==> config.mk <==
export PLATFORM = sky130hd
export DESIGN_NAME = dram_wl_ctrl_flat
export DESIGN_NICKNAME = d
export VERILOG_FILES = /design/src/rtl/dram_wl_pkg.sv /design/src/rtl/wl_if.sv /design/src/rtl/dram_wl_ctrl.sv /design/src/flat_wrapper.sv
export SDC_FILE = /design/constraint.sdc
export NUM_CORES = 1
export LEC_CHECK = 0
export ABC_AREA = 0
export BUFFER_PORTS_ARGS = -buffer_cell sky130_fd_sc_hd__clkbuf_2
export CORE_MARGIN = 3
export CORE_UTILIZATION = 53
export DETAILED_ROUTE_END_ITERATION = 6
export GPL_TIMING_DRIVEN = 0
export HOLD_SLACK_MARGIN = 0.08
export PLACE_DENSITY = 0.8
export SLEW_MARGIN = 40
export SYNTH_ARGS = -nofsm -noshare
export SYNTH_HDL_FRONTEND = slang
export SYNTH_SLANG_ARGS = --single-unit
==> constraint.sdc <==
create_clock -name CLK_IN -period 3.4 [get_ports CLK_IN]
set_clock_uncertainty 0.15 [all_clocks]
set_input_delay 0.17 -clock CLK_IN [delete_from_list [all_inputs] [get_ports CLK_IN]]
set_output_delay 0.17 -clock CLK_IN [all_outputs]
set_load 0.005 [all_outputs]
==> src/rtl/dram_wl_pkg.sv <==
// Constants shared by both ends of the write leveling link
package dram_wl_pkg;
  // Clock and link timing, times in ns
  localparam int CLK_NS = 4;
  localparam int T_MOD_NS = 60;
  localparam int T_MRD_NS = 16;
  localparam int T_WLDQSEN_NS = 100;
  localparam int T_WLMRD_NS = 160;
  localparam int T_DQSL_NS = 16;
  localparam int T_DQSH_NS = 16;
  // Least times round up to whole cycles
  localparam int MOD_CYC = (T_MOD_NS + CLK_NS - 1) / CLK_NS;
  localparam int MRD_CYC = (T_MRD_NS + CLK_NS - 1) / CLK_NS;
  localparam int WLDQSEN_CYC = (T_WLDQSEN_NS + CLK_NS - 1) / CLK_NS;
  localparam int WLMRD_CYC = (T_WLMRD_NS + CLK_NS - 1) / CLK_NS;
  localparam int DQSL_CYC = (T_DQSL_NS + CLK_NS - 1) / CLK_NS;
  localparam int DQSH_CYC = (T_DQSH_NS + CLK_NS - 1) / CLK_NS;
  // Link clock half period in system cycles, 64 ns period
  localparam int CK_HALF = 8;
  // Cycles the command strobe is held so the far end catches it
  localparam int MRS_HOLD = 4;
  // Cycles per leveling trial, covers max tap plus feedback return
  localparam int TRIAL_LEN = 64;
  // Mode register selects and bit positions
  localparam logic [2:0] MR1_SEL = 3'h1;
  localparam logic [2:0] MR2_SEL = 3'h2;
  localparam int MR1_WL_BIT = 7;
  localparam int MR1_QOFF_BIT = 12;
  localparam int MR2_ASR_BIT = 6;
  localparam int MR2_SRT_BIT = 7;
  // Delay taps per lane
  localparam int TAP_W = 5;
  localparam int LANES = 2;
  // Controller register offsets
  localparam logic [7:0] REG_CTRL = 8'h00;
  localparam logic [7:0] REG_STAT = 8'h04;
  localparam logic [7:0] REG_MR2 = 8'h08;
  localparam logic [7:0] REG_TAPS = 8'h0c;
  // Control register fields
  localparam int CTRL_START_BIT = 0;
  localparam int CTRL_QOFF_BIT = 1;
  localparam int CTRL_HOT_BIT = 2;
  // AXI responses
  localparam logic [1:0] RESP_OKAY = 2'h0;
  localparam logic [1:0] RESP_SLVERR = 2'h2;
endpackage

==> src/rtl/wl_if.sv <==
// Pin bundle between the leveling controller and the DRAM end
`timescale 1ns/10ps
interface wl_if;
  logic ck; // Link clock from controller divider
  logic mrs; // Mode register set strobe, held MRS_HOLD cycles
  logic [2:0] ba; // Mode register select
  logic [12:0] addr; // Mode register value
  logic odt; // Termination request
  logic [1:0] dqs; // Strobe per lane, true side
  logic [1:0] dqs_oe; // Strobe drive enable per lane
  logic [15:0] dq; // Feedback data from DRAM
  logic dq_oe; // DRAM drives data pins
  modport dev(input ck, mrs, ba, addr, odt, dqs, dqs_oe, output dq, dq_oe);
  modport ctl(output ck, mrs, ba, addr, odt, dqs, dqs_oe, input dq, dq_oe);
endinterface // wl_if

==> src/rtl/dram_wl_ctrl.sv <==
// Controller end: AXI4-Lite registers and the leveling sequencer
//
// The register addresses and the AXI4-Lite interface to the registers were left to the implementer.
`timescale 1ns/10ps
module dram_wl_ctrl
  import dram_wl_pkg::*;
(
  input wire logic CLK_IN,
  input wire logic SYS_RST_IN,
  wl_if.ctl LINK,
  input wire logic [7:0] AXI_AWADDR_IN,
  input wire logic AXI_AWVALID_IN,
  output logic AXI_AWREADY_OUT,
  input wire logic [31:0] AXI_WDATA_IN,
  input wire logic [3:0] AXI_WSTRB_IN,
  input wire logic AXI_WVALID_IN,
  output logic AXI_WREADY_OUT,
  output logic [1:0] AXI_BRESP_OUT,
  output logic AXI_BVALID_OUT,
  input wire logic AXI_BREADY_IN,
  input wire logic [7:0] AXI_ARADDR_IN,
  input wire logic AXI_ARVALID_IN,
  output logic AXI_ARREADY_OUT,
  output logic [31:0] AXI_RDATA_OUT,
  output logic [1:0] AXI_RRESP_OUT,
  output logic AXI_RVALID_OUT,
  input wire logic AXI_RREADY_IN,
  output logic REFRESH_2X_OUT,
  output logic SELF_REFRESH_OK_OUT
);
  typedef enum logic [3:0] {
    S_IDLE, S_MRS, S_WAIT, S_ODT_ON, S_DQS_LOW, S_ALIGN, S_TRIAL, S_STROBE_OFF,
    S_ODT_OFF, S_EXIT_MRS
  } state_t;

  state_t state_q; // Sequencer state
  state_t nxt_q; // State after the current wait
  logic [7:0] cnt_q; // Hold or wait counter
  logic [7:0] wait_q; // Wait loaded after the command hold
  logic [7:0] t_q; // Cycle within a trial
  logic [3:0] div_q; // Link clock divider
  logic ck_q;
  logic [TAP_W-1:0] tap_q [LANES]; // Strobe delay per lane
  logic [LANES-1:0] prev_fb_q; // Last sample per lane
  logic [LANES-1:0] lock_q;
  logic fail_q;
  logic done_q;
  logic [LANES-1:0] fb_s1_q; // First sync stage
  logic [LANES-1:0] fb_s2_q;
  logic mrs_q;
  logic [2:0] ba_q;
  logic [12:0] addr_q;
  logic odt_q;
  logic [LANES-1:0] dqs_q;
  logic [LANES-1:0] dqs_oe_q;
  // Register file
  logic start_q; // Start request pending
  logic qoff_q; // Leave this rank's buffer off
  logic hot_q; // Case above the normal range
  logic asr_q;
  logic srt_q;
  logic mr2_pend_q; // MR2 write pending
  // AXI slave state
  logic aw_hold_q;
  logic w_hold_q;
  logic [7:0] awaddr_q;
  logic [31:0] wdata_q;
  logic wstrb0_q;
  logic bvalid_q;
  logic [1:0] bresp_q;
  logic rvalid_q;
  logic [31:0] rdata_q;
  logic [1:0] rresp_q;
  logic wr_fire;
  logic busy;
  logic map_ok;

  assign busy = state_q != S_IDLE;

  // Free-running link clock from the system clock
  always_ff @(posedge CLK_IN or posedge SYS_RST_IN) begin
    if (SYS_RST_IN) begin
      div_q <= 4'h0;
      ck_q <= 1'b0;
    end else if (div_q == 4'(CK_HALF - 1)) begin
      div_q <= 4'h0;
      ck_q <= ~ck_q;
    end else begin
      div_q <= div_q + 4'h1;
    end
  end

  // Feedback pins cross in through two flops, prime bit per lane
  always_ff @(posedge CLK_IN or posedge SYS_RST_IN) begin
    if (SYS_RST_IN) begin
      fb_s1_q <= '0;
      fb_s2_q <= '0;
    end else begin
      fb_s1_q <= {LINK.dq[8] & LINK.dq_oe, LINK.dq[0] & LINK.dq_oe};
      fb_s2_q <= fb_s1_q;
    end
  end

  // Sequencer; only the entry and exit MRS go out while leveling
  always_ff @(posedge CLK_IN or posedge SYS_RST_IN) begin
    if (SYS_RST_IN) begin
      state_q <= S_IDLE;
      nxt_q <= S_IDLE;
      cnt_q <= 8'h00;
      wait_q <= 8'h00;
      t_q <= 8'h00;
      mrs_q <= 1'b0;
      ba_q <= 3'h0;
      addr_q <= 13'h0000;
      odt_q <= 1'b0;
      dqs_oe_q <= '0;
    end else begin
      unique case (state_q)
        S_IDLE: begin
          if (start_q) begin
            ba_q <= MR1_SEL;
            addr_q <= 13'h0000; // No nominal termination value sent
            addr_q[MR1_WL_BIT] <= 1'b1;
            addr_q[MR1_QOFF_BIT] <= qoff_q;
            wait_q <= 8'(MOD_CYC);
            nxt_q <= S_ODT_ON;
            cnt_q <= 8'(MRS_HOLD);
            state_q <= S_MRS;
          end else if (mr2_pend_q) begin // MR2 only from idle
            ba_q <= MR2_SEL;
            addr_q <= 13'h0000;
            addr_q[MR2_ASR_BIT] <= asr_q;
            addr_q[MR2_SRT_BIT] <= srt_q;
            wait_q <= 8'(MRD_CYC);
            nxt_q <= S_IDLE;
            cnt_q <= 8'(MRS_HOLD);
            state_q <= S_MRS;
          end
        end
        S_MRS: begin
          // Strobe held with a stable address, then the wait
          mrs_q <= cnt_q != 8'h00;
          if (cnt_q == 8'h00) begin
            cnt_q <= wait_q;
            state_q <= S_WAIT;
          end else begin
            cnt_q <= cnt_q - 8'h01;
          end
        end
        S_WAIT: begin
          if (cnt_q == 8'h00) begin
            state_q <= nxt_q;
          end else begin
            cnt_q <= cnt_q - 8'h01;
          end
        end
        S_ODT_ON: begin
          odt_q <= 1'b1;
          cnt_q <= 8'(WLDQSEN_CYC);
          nxt_q <= S_DQS_LOW;
          state_q <= S_WAIT;
        end
        S_DQS_LOW: begin
          dqs_oe_q <= '1;
          cnt_q <= 8'(DQSL_CYC + WLMRD_CYC);
          nxt_q <= S_ALIGN;
          state_q <= S_WAIT;
        end
        S_ALIGN: begin
          // Trials start at a fixed link clock phase
          t_q <= 8'h00;
          if (div_q == 4'h0 && !ck_q) begin
            state_q <= S_TRIAL;
          end
        end
        S_TRIAL: begin
          t_q <= t_q + 8'h01;
          if (t_q == 8'(TRIAL_LEN - 1)) begin
            state_q <= ((&(lock_q | LANES'(fb_s2_q & ~prev_fb_q))) || fail_q) ?
                       S_STROBE_OFF : S_ALIGN;
          end
        end
        S_STROBE_OFF: begin
          dqs_oe_q <= '0;
          state_q <= S_ODT_OFF;
        end
        S_ODT_OFF: begin
          odt_q <= 1'b0;
          cnt_q <= 8'(WLDQSEN_CYC);
          nxt_q <= S_EXIT_MRS;
          state_q <= S_WAIT;
        end
        S_EXIT_MRS: begin
          ba_q <= MR1_SEL;
          addr_q <= 13'h0000;
          addr_q[MR1_QOFF_BIT] <= qoff_q;
          wait_q <= 8'(MOD_CYC > MRD_CYC ? MOD_CYC : MRD_CYC);
          nxt_q <= S_IDLE;
          cnt_q <= 8'(MRS_HOLD);
          state_q <= S_MRS;
        end
      endcase
    end
  end

  // One rising edge per lane per trial, delayed by that lane's tap
  always_ff @(posedge CLK_IN or posedge SYS_RST_IN) begin
    if (SYS_RST_IN) begin
      dqs_q <= '0;
    end else begin
      for (int l = 0; l < LANES; l++) begin
        dqs_q[l] <= state_q == S_TRIAL && t_q >= 8'(tap_q[l]) &&
                    t_q < 8'(tap_q[l]) + 8'(DQSH_CYC);
      end
    end
  end

  // Per-lane step and lock on a 0-to-1 change of feedback
  always_ff @(posedge CLK_IN or posedge SYS_RST_IN) begin
    if (SYS_RST_IN) begin
      for (int l = 0; l < LANES; l++) begin
        tap_q[l] <= '0;
      end
      prev_fb_q <= '1;
      lock_q <= '0;
      fail_q <= 1'b0;
      done_q <= 1'b0;
    end else if (state_q == S_IDLE && start_q) begin
      for (int l = 0; l < LANES; l++) begin
        tap_q[l] <= '0;
      end
      prev_fb_q <= '1; // First sample cannot count as an edge
      lock_q <= '0;
      fail_q <= 1'b0;
      done_q <= 1'b0;
    end else if (state_q == S_TRIAL && t_q == 8'(TRIAL_LEN - 1)) begin
      for (int l = 0; l < LANES; l++) begin
        if (!lock_q[l]) begin
          prev_fb_q[l] <= fb_s2_q[l];
          if (!prev_fb_q[l] && fb_s2_q[l]) begin
            lock_q[l] <= 1'b1;
          end else if (tap_q[l] == '1) begin
            fail_q <= 1'b1;
          end else begin
            tap_q[l] <= tap_q[l] + 1'b1;
          end
        end
      end
    end else if (state_q == S_WAIT && nxt_q == S_IDLE && cnt_q == 8'h00 && ba_q == MR1_SEL) begin
      done_q <= 1'b1;
    end
  end

  // AXI write: address and data taken in either order
  assign AXI_AWREADY_OUT = !aw_hold_q && !bvalid_q;
  assign AXI_WREADY_OUT = !w_hold_q && !bvalid_q;
  assign wr_fire = aw_hold_q && w_hold_q && !bvalid_q;
  always_ff @(posedge CLK_IN or posedge SYS_RST_IN) begin
    if (SYS_RST_IN) begin
      aw_hold_q <= 1'b0;
      w_hold_q <= 1'b0;
      awaddr_q <= 8'h00;
      wdata_q <= 32'h00000000;
      wstrb0_q <= 1'b0;
      bvalid_q <= 1'b0;
      bresp_q <= RESP_OKAY;
    end else begin
      if (AXI_AWVALID_IN && AXI_AWREADY_OUT) begin
        aw_hold_q <= 1'b1;
        awaddr_q <= AXI_AWADDR_IN;
      end
      if (AXI_WVALID_IN && AXI_WREADY_OUT) begin
        w_hold_q <= 1'b1;
        wdata_q <= AXI_WDATA_IN;
        wstrb0_q <= AXI_WSTRB_IN[0];
      end
      if (wr_fire) begin
        aw_hold_q <= 1'b0;
        w_hold_q <= 1'b0;
        bvalid_q <= 1'b1;
        bresp_q <= (awaddr_q == REG_CTRL || awaddr_q == REG_MR2) ? RESP_OKAY : RESP_SLVERR;
      end else if (bvalid_q && AXI_BREADY_IN) begin
        bvalid_q <= 1'b0;
      end
    end
  end

  // Register effects; requests made while busy wait their turn
  always_ff @(posedge CLK_IN or posedge SYS_RST_IN) begin
    if (SYS_RST_IN) begin
      start_q <= 1'b0;
      qoff_q <= 1'b0;
      hot_q <= 1'b0;
      asr_q <= 1'b0;
      srt_q <= 1'b0;
      mr2_pend_q <= 1'b0;
    end else begin
      if (state_q == S_IDLE && start_q) begin
        start_q <= 1'b0;
      end else if (state_q == S_IDLE && mr2_pend_q) begin
        mr2_pend_q <= 1'b0;
      end
      if (wr_fire && wstrb0_q && awaddr_q == REG_CTRL) begin
        // A write without start must not revive a request being taken
        if (wdata_q[CTRL_START_BIT]) begin
          start_q <= 1'b1;
        end
        qoff_q <= wdata_q[CTRL_QOFF_BIT];
        hot_q <= wdata_q[CTRL_HOT_BIT];
      end
      if (wr_fire && wstrb0_q && awaddr_q == REG_MR2) begin
        asr_q <= wdata_q[0];
        srt_q <= wdata_q[1] & ~wdata_q[0];
        mr2_pend_q <= 1'b1;
      end
    end
  end

  // AXI read: answer one cycle after the address is taken
  assign AXI_ARREADY_OUT = !rvalid_q;
  assign map_ok = AXI_ARADDR_IN == REG_CTRL || AXI_ARADDR_IN == REG_STAT ||
                  AXI_ARADDR_IN == REG_MR2 || AXI_ARADDR_IN == REG_TAPS;
  always_ff @(posedge CLK_IN or posedge SYS_RST_IN) begin
    if (SYS_RST_IN) begin
      rvalid_q <= 1'b0;
      rdata_q <= 32'h00000000;
      rresp_q <= RESP_OKAY;
    end else if (AXI_ARVALID_IN && AXI_ARREADY_OUT) begin
      rvalid_q <= 1'b1;
      rresp_q <= map_ok ? RESP_OKAY : RESP_SLVERR;
      unique case (AXI_ARADDR_IN)
        REG_CTRL: rdata_q <= {29'h0, hot_q, qoff_q, start_q};
        REG_STAT: rdata_q <= {26'h0, mr2_pend_q, fail_q, lock_q, done_q, busy};
        REG_MR2: rdata_q <= {30'h0, srt_q, asr_q};
        REG_TAPS: rdata_q <= {19'h0, tap_q[1], 3'h0, tap_q[0]};
        default: rdata_q <= 32'h00000000;
      endcase
    end else if (rvalid_q && AXI_RREADY_IN) begin
      rvalid_q <= 1'b0;
    end
  end

  assign AXI_BVALID_OUT = bvalid_q;
  assign AXI_BRESP_OUT = bresp_q;
  assign AXI_RVALID_OUT = rvalid_q;
  assign AXI_RDATA_OUT = rdata_q;
  assign AXI_RRESP_OUT = rresp_q;
  // Refresh and self refresh advice for the hot case
  assign REFRESH_2X_OUT = hot_q;
  assign SELF_REFRESH_OK_OUT = !hot_q || asr_q || srt_q;
  // Link pins
  assign LINK.ck = ck_q;
  assign LINK.mrs = mrs_q;
  assign LINK.ba = ba_q;
  assign LINK.addr = addr_q;
  assign LINK.odt = odt_q;
  assign LINK.dqs = dqs_q;
  assign LINK.dqs_oe = dqs_oe_q;
endmodule // dram_wl_ctrl

==> src/flat_wrapper.sv <==
// flat-port wrapper written by rule: the top's interface ports become plain ports
module dram_wl_ctrl_flat import dram_wl_pkg::*;
  (CLK_IN, SYS_RST_IN, AXI_AWADDR_IN, AXI_AWVALID_IN, AXI_AWREADY_OUT, AXI_WDATA_IN, AXI_WSTRB_IN, AXI_WVALID_IN, AXI_WREADY_OUT, AXI_BRESP_OUT, AXI_BVALID_OUT, AXI_BREADY_IN, AXI_ARADDR_IN, AXI_ARVALID_IN, AXI_ARREADY_OUT, AXI_RDATA_OUT, AXI_RRESP_OUT, AXI_RVALID_OUT, AXI_RREADY_IN, REFRESH_2X_OUT, SELF_REFRESH_OK_OUT, LINK_ck, LINK_mrs, LINK_ba, LINK_addr, LINK_odt, LINK_dqs, LINK_dqs_oe, LINK_dq, LINK_dq_oe);
  wl_if LINK_i ();
  input wire logic CLK_IN;
  input wire logic SYS_RST_IN;
  input wire logic [7:0] AXI_AWADDR_IN;
  input wire logic AXI_AWVALID_IN;
  output logic AXI_AWREADY_OUT;
  input wire logic [31:0] AXI_WDATA_IN;
  input wire logic [3:0] AXI_WSTRB_IN;
  input wire logic AXI_WVALID_IN;
  output logic AXI_WREADY_OUT;
  output logic [1:0] AXI_BRESP_OUT;
  output logic AXI_BVALID_OUT;
  input wire logic AXI_BREADY_IN;
  input wire logic [7:0] AXI_ARADDR_IN;
  input wire logic AXI_ARVALID_IN;
  output logic AXI_ARREADY_OUT;
  output logic [31:0] AXI_RDATA_OUT;
  output logic [1:0] AXI_RRESP_OUT;
  output logic AXI_RVALID_OUT;
  input wire logic AXI_RREADY_IN;
  output logic REFRESH_2X_OUT;
  output logic SELF_REFRESH_OK_OUT;
  output wire logic [$bits(LINK_i.ck)-1:0] LINK_ck;
  output wire logic [$bits(LINK_i.mrs)-1:0] LINK_mrs;
  output wire logic [$bits(LINK_i.ba)-1:0] LINK_ba;
  output wire logic [$bits(LINK_i.addr)-1:0] LINK_addr;
  output wire logic [$bits(LINK_i.odt)-1:0] LINK_odt;
  output wire logic [$bits(LINK_i.dqs)-1:0] LINK_dqs;
  output wire logic [$bits(LINK_i.dqs_oe)-1:0] LINK_dqs_oe;
  input wire logic [$bits(LINK_i.dq)-1:0] LINK_dq;
  input wire logic [$bits(LINK_i.dq_oe)-1:0] LINK_dq_oe;
  assign LINK_ck = LINK_i.ck;
  assign LINK_mrs = LINK_i.mrs;
  assign LINK_ba = LINK_i.ba;
  assign LINK_addr = LINK_i.addr;
  assign LINK_odt = LINK_i.odt;
  assign LINK_dqs = LINK_i.dqs;
  assign LINK_dqs_oe = LINK_i.dqs_oe;
  assign LINK_i.dq = LINK_dq;
  assign LINK_i.dq_oe = LINK_dq_oe;
  dram_wl_ctrl u_core (.CLK_IN(CLK_IN), .SYS_RST_IN(SYS_RST_IN), .LINK(LINK_i), .AXI_AWADDR_IN(AXI_AWADDR_IN), .AXI_AWVALID_IN(AXI_AWVALID_IN), .AXI_AWREADY_OUT(AXI_AWREADY_OUT), .AXI_WDATA_IN(AXI_WDATA_IN), .AXI_WSTRB_IN(AXI_WSTRB_IN), .AXI_WVALID_IN(AXI_WVALID_IN), .AXI_WREADY_OUT(AXI_WREADY_OUT), .AXI_BRESP_OUT(AXI_BRESP_OUT), .AXI_BVALID_OUT(AXI_BVALID_OUT), .AXI_BREADY_IN(AXI_BREADY_IN), .AXI_ARADDR_IN(AXI_ARADDR_IN), .AXI_ARVALID_IN(AXI_ARVALID_IN), .AXI_ARREADY_OUT(AXI_ARREADY_OUT), .AXI_RDATA_OUT(AXI_RDATA_OUT), .AXI_RRESP_OUT(AXI_RRESP_OUT), .AXI_RVALID_OUT(AXI_RVALID_OUT), .AXI_RREADY_IN(AXI_RREADY_IN), .REFRESH_2X_OUT(REFRESH_2X_OUT), .SELF_REFRESH_OK_OUT(SELF_REFRESH_OK_OUT));
endmodule
# Word-level counts from Yosys, hierarchy flattened

Index checks and enable logic that the tools add are counted.
W data, S select, Z words.

Logic and storage cells: 237
Output and inout port bits: 66
Register bits after elaboration: 137
Input bits: 76

Bitwise logic cells: 8
Add/sub/neg operators: 7
Reductions and logical operators: 74
Equality and inequality tests: 32
$lt $le $gt $ge: 4
Mux-type cells: 74

Operator list:

| kind                  | count |
|---|---|
| $pmux W13 S4          | 1 |
| $pmux W8 S6           | 1 |
| $mux W8               | 5 |
| $mux W4               | 9 |
| $pmux W4 S8           | 1 |
| $pmux W8 S2           | 2 |
| $mux W1               | 31 |
| $mux W5               | 6 |
| $mux W13              | 2 |
| $pmux W13 S2          | 1 |
| $logic_and A1 B1 Y1   | 25 |
| $eq A8 B4 Y1 const B  | 3 |
| $logic_not A8 Y1      | 3 |
| $reduce_bool A2 Y1    | 11 |
| $eq A4 B3 Y1 const B  | 5 |
| $mux W10              | 2 |
| $ne A2 B2 Y1 const B  | 10 |
| $pmux W4 S5           | 1 |
| $ge A8 B5 Y1          | 2 |
| $lt A8 B8 Y1          | 2 |
| $mux W2               | 7 |
| $reduce_and A2 Y1     | 7 |
| $add A5 B3 Y6 const B | 2 |
| $logic_not A4 Y1      | 3 |
| other kinds (33)      | 57 |

# Longest topological paths before layout

Word-level depth: 9
Gate-level depth with buffers: 8
Mapped depth without buffers: 7

# Worst setup path after synthesis

Ideal clock, no wire load.

Kind: reg-to-reg
Start point: register u_core.state_q[2]
End point: register u_core.state_q[2]
Path buffers: 1
Period minus slack after synthesis: 2,194 ps
Library setup time: 125 ps
Arrival: 1,919 ps
Cell stages (with the launch flop): 7
Required time: 3,125 ps
Path slack: 1,206 ps
Cell sequence: dfrtp_1 -> buf_4 -> or4b_2 -> nand2b_1 -> nand2_1 -> o2111ai_1 -> mux2_2

Longest elaborated chain between the ends: 3
Elaborated cells on any way between the ends: 18
Those cells by class: eq/ne: 14; mux: 1; reduce/logical: 3

RTL lines:

| what                                                            | line                | RTL |
|---|---|---|
| start, declared                                                 | dram_wl_ctrl.sv:36  | `state_t state_q;` |
| start signal, assigned                                          | dram_wl_ctrl.sv:152 | `state_q <= nxt_q;` |
| start signal, assigned                                          | dram_wl_ctrl.sv:179 | `state_q <= ((&(lock_q \| LANES'(fb_s2_q & ~prev_fb_q))) \|\| fail_q) ?` |
| $eq A4 B2 Y1, or another cell as far along                      | dram_wl_ctrl.sv:118 | `unique case (state_q)` |
| $reduce_or A3 Y1 (no source line), or another cell as far along | -                   |  |
| $pmux W4 S8 / $reduce_and A5 Y1 (equally long branches)         | -                   |  |

Parallel ways exist; a longest one is shown, timed or not.
A chain may end at the register's enable or synchronous reset.

# Worst setup path after layout

Start point: register u_core.state_q[3]
End point: register u_core.rdata_q[0] (netlist: u_core.AXI_RDATA_OUT[0])

Longest elaborated chain between the ends: 2

RTL lines:

| what                 | line                | RTL |
|---|---|---|
| $reduce_bool A4 Y1   | dram_wl_ctrl.sv:78  | `assign busy = state_q != S_IDLE;` |
| $pmux W13 S4         | dram_wl_ctrl.sv:331 | `unique case (AXI_ARADDR_IN)` |
| end signal, assigned | dram_wl_ctrl.sv:332 | `REG_CTRL: rdata_q <= {29'h0, hot_q, qoff_q, start_q};` |
| end signal, assigned | dram_wl_ctrl.sv:333 | `REG_STAT: rdata_q <= {26'h0, mr2_pend_q, fail_q, lock_q, done_q, busy};` |
| end signal, assigned | dram_wl_ctrl.sv:334 | `REG_MR2: rdata_q <= {30'h0, srt_q, asr_q};` |
| end, declared        | dram_wl_ctrl.sv:72  | `logic [31:0] rdata_q;` |

No other way between the ends.

==> metrics.txt <==
placed inst area 6010 um^2; wire per inst ~15 um; setup bufs post-CTS 0; die footprint 11400 um^2; Initial Utilization 54.9%; Max-cap violations 0; Setup crit start u_core.state_q[3]$_DFFE_PP0P_; Yosys Warn Count 0; first-pass GRT wire length slightly above 20000 um; crit path max fanout 10; Post-route DRC 0; Critical-path top delay cell dlygate4sd3_1; Slew Limit Fails 0; Primary FF master, synth dfrtp_1; worst slew pin tran between 0.6 and 0.7 ns; HP Class primary input to flip-flop; crit-path max cell delay ~0.55 ns; CTS tree yes; P per Cell Area 593 nW/um^2; antenna viol nets, final 0; met2 wire length a little over 6000 um; TritonRoute pass-1 iters 5; total track usage between 20% and 30%; met3 routed WL roughly 580 um; Routed WL between 10000 and 15000 um; share of cells above drive strength 1 21.6%; Post-synth ARST share 100%; Crit path required time 3.51 ns; Clk pin slew, worst setup/hold paths about 0.1 ns; Yosys top cell area share approximately 44%; routed vias 4491; placer congestion estimate 0.853; crit share post-route between 70 and 80%; DR iter-0 viols roughly 240; Hold Startpoint AXI_ARADDR_IN[3]; Root Buffer clkbuf_8; Reg area between 2000 and 2500 um^2; fin util ~66%; Top Metal Used met4; pin count of the biggest net entering global routing 53; clock latency on the worst-skew pair around 0.37 ns; cell mode on critical path nand2_1; IO Pins 142; row count 36; final worst setup slack between 0.7 and 0.8 ns; fmax around 380 MHz; area grow syn2layout 20.1%; LEAKAGE around 0.0032 uW; Critical path buffers and inverters 3; status finished clean; Final #Nets 793; Max Root-Sink Buffers 2; VDD IR max 0.000389 V; vias in the first global route 4421; Setup violations, final 0; CP Cell Sequence buf_2 -> buf_1 -> nor2_1 -> nand2_1 -> mux4_2 -> nand3_1 -> dlygate4sd3_1 -> nand2_1; minimum clock period around 2.6 ns; diodes inserted 0; Netlist Area Pre-Place 5390 um^2; Fill cells about 830; Via density 5.44; chip width 107 um; CTS buffer count 9; H-Tree Depth 3; CP endpoint kind flip-flop; largest area contributor in the netlist dfrtp_1; Place WS just under 0.9 ns; Chip Height 107 um; worst path arrival time around 2.8 ns; Fin Hold WS between 0.15 and 0.2 ns; commonest non-fill, non-tap cell in the layout dfrtp_1; placed wire-length estimate after detailed placement just under 9000 um; register bit total from synthesis between 90 and 100; number of flops mapped to enable cells by yosys 0; synth top area cells dfrtp_1, ha_1, buf_4, nand2_1, o21ai_0; Multi-input gate area around 2700 um^2; Slew HR a little over half; RSZ-0062 raised after global routing no; R2R Path Start u_core.state_q[3]$_DFFE_PP0P_; Final Hold Fails 0; CP delay by family, top buffers and inverters; initial antenna violation count 0; met1 wire length 5110 um; Cell variety after synth 61; CP Class flip-flop to flip-flop; Avg Cell Area, Syn 9.69 um^2; core area 9820 um^2; CP Launch Type flip-flop; Pwr Total 3840 uW; total gr overflow 0; Seq/Total Area, Yosys 44.6%; Post-Syn Instances 556; Sink Count between 90 and 100; Final Cell Area approximately 6500 um^2; I/O Buffers 60; most frequent cells in the layout dfrtp_1, nand2_1, clkbuf_2
==> synth_stat cells, types with 4 or more instances <==
cell type	instances
a21o_1	7
o211ai_1	4
nor4_1	4
nand2b_1	13
nand3_1	18
a21oi_1	27
or3_1	7
o21bai_1	5
o31ai_1	5
and2_1	6
a22o_1	11
clkbuf_1	8
xnor2_1	4
mux2i_1	7
or4_1	4
buf_4	36
ha_1	29
dfrtp_1	94
nor3_1	10
nor2_1	32
o21ai_0	42
nand2_1	62
nor2b_1	6
mux2_2	17
inv_1	32
==> report_power, final <==
group,internal (uW),leakage (uW),switching [uW]
Combinational,687,0.00185,862
Clock,283,0.0000945,442
Sequential,1370,0.00125,195
==> cell families after synthesis <==
group,after synthesis,synth area share (%)
AO/OA/AOI/OAI,132,16.1
XOR/XNOR,6,0.975
adder cells (fa/ha/maj),29,6.73
buffers and inverters,82,8.29
flip-flops,96,44.6
multiplexers,26,5.69
other,1,0.0696
AND/OR/NAND/NOR,184,17.6
==> cell type report <==
type                       instances  area share [%]
clock buffer                       9            1.91
buffer                            50            5.04
sequential                        96            37.1
inverter                          32            1.93
clock inverter                     7           0.947
timing repair buffer              88            9.24
multi-input combinational        411            41.2
tap                              133            2.57
==> worst paths after layout <==
| path | end | slack (ns) | depth (start not counted) |
|---|---|---|---|
| hold / removal | u_core.AXI_RDATA_OUT[3]$_DFFE_PP0P_ | 0.19 | 3 |
| hold reg to reg | u_core.fb_s2_q[1]$_DFF_PP0_ | 0.21 | 0 |
| setup / recovery | u_core.AXI_RDATA_OUT[0]$_DFFE_PP0P_ | 0.75 | 8 |
| max in group asynchronous | u_core.prev_fb_q[1]$_DFFE_PP1P_ | 2.25 | 4 |
| setup reg to reg | u_core.AXI_RDATA_OUT[0]$_DFFE_PP0P_ | 0.75 | 8 |
| min in group asynchronous | u_core.fb_s1_q[0]$_DFF_PP0_ | 0.21 | 3 |
==> metal layers <==
layer	up-vias	GRT usage (%)
li1	2172	-
met1	2177	28.4
met2	119	37.9
met3	23	3.55
met4	0	8.86
met5	-	0
==> timing repair <==
action                                  4_1_cts  5_1_grt
gates resized for setup                       0        0
endpoints found under the setup margin        0        0
hold buffers                                 27        0
hold endpoints to repair                    119        0
==> flip-flops by register name, indices dropped and copies added (netlist names), 3 cells and up <==
signal / count
u_core.tap_q: 10
u_core.t_q: 8
u_core.state_q: 4
u_core.wdata_q: 3
u_core.AXI_RDATA_OUT: 11
u_core.awaddr_q: 8
u_core.nxt_q: 4
u_core.cnt_q: 8
u_core.LINK.addr: 3
u_core.div_q: 4
==> worst min-delay path: stages <==
cell and delay (ns):
clkbuf_1 0.20, mux2i_1 0.21, o21ai_0 0.09
==> metrics by stage <==
step                      std cells  setup TNS (ns)
after floorplan                 589               0
after global placement          782          -38.37
after detailed placement        783               0
after CTS                       826               0
after global routing            826               0
final                           826               0
Power figures use the tool's default switching activity.
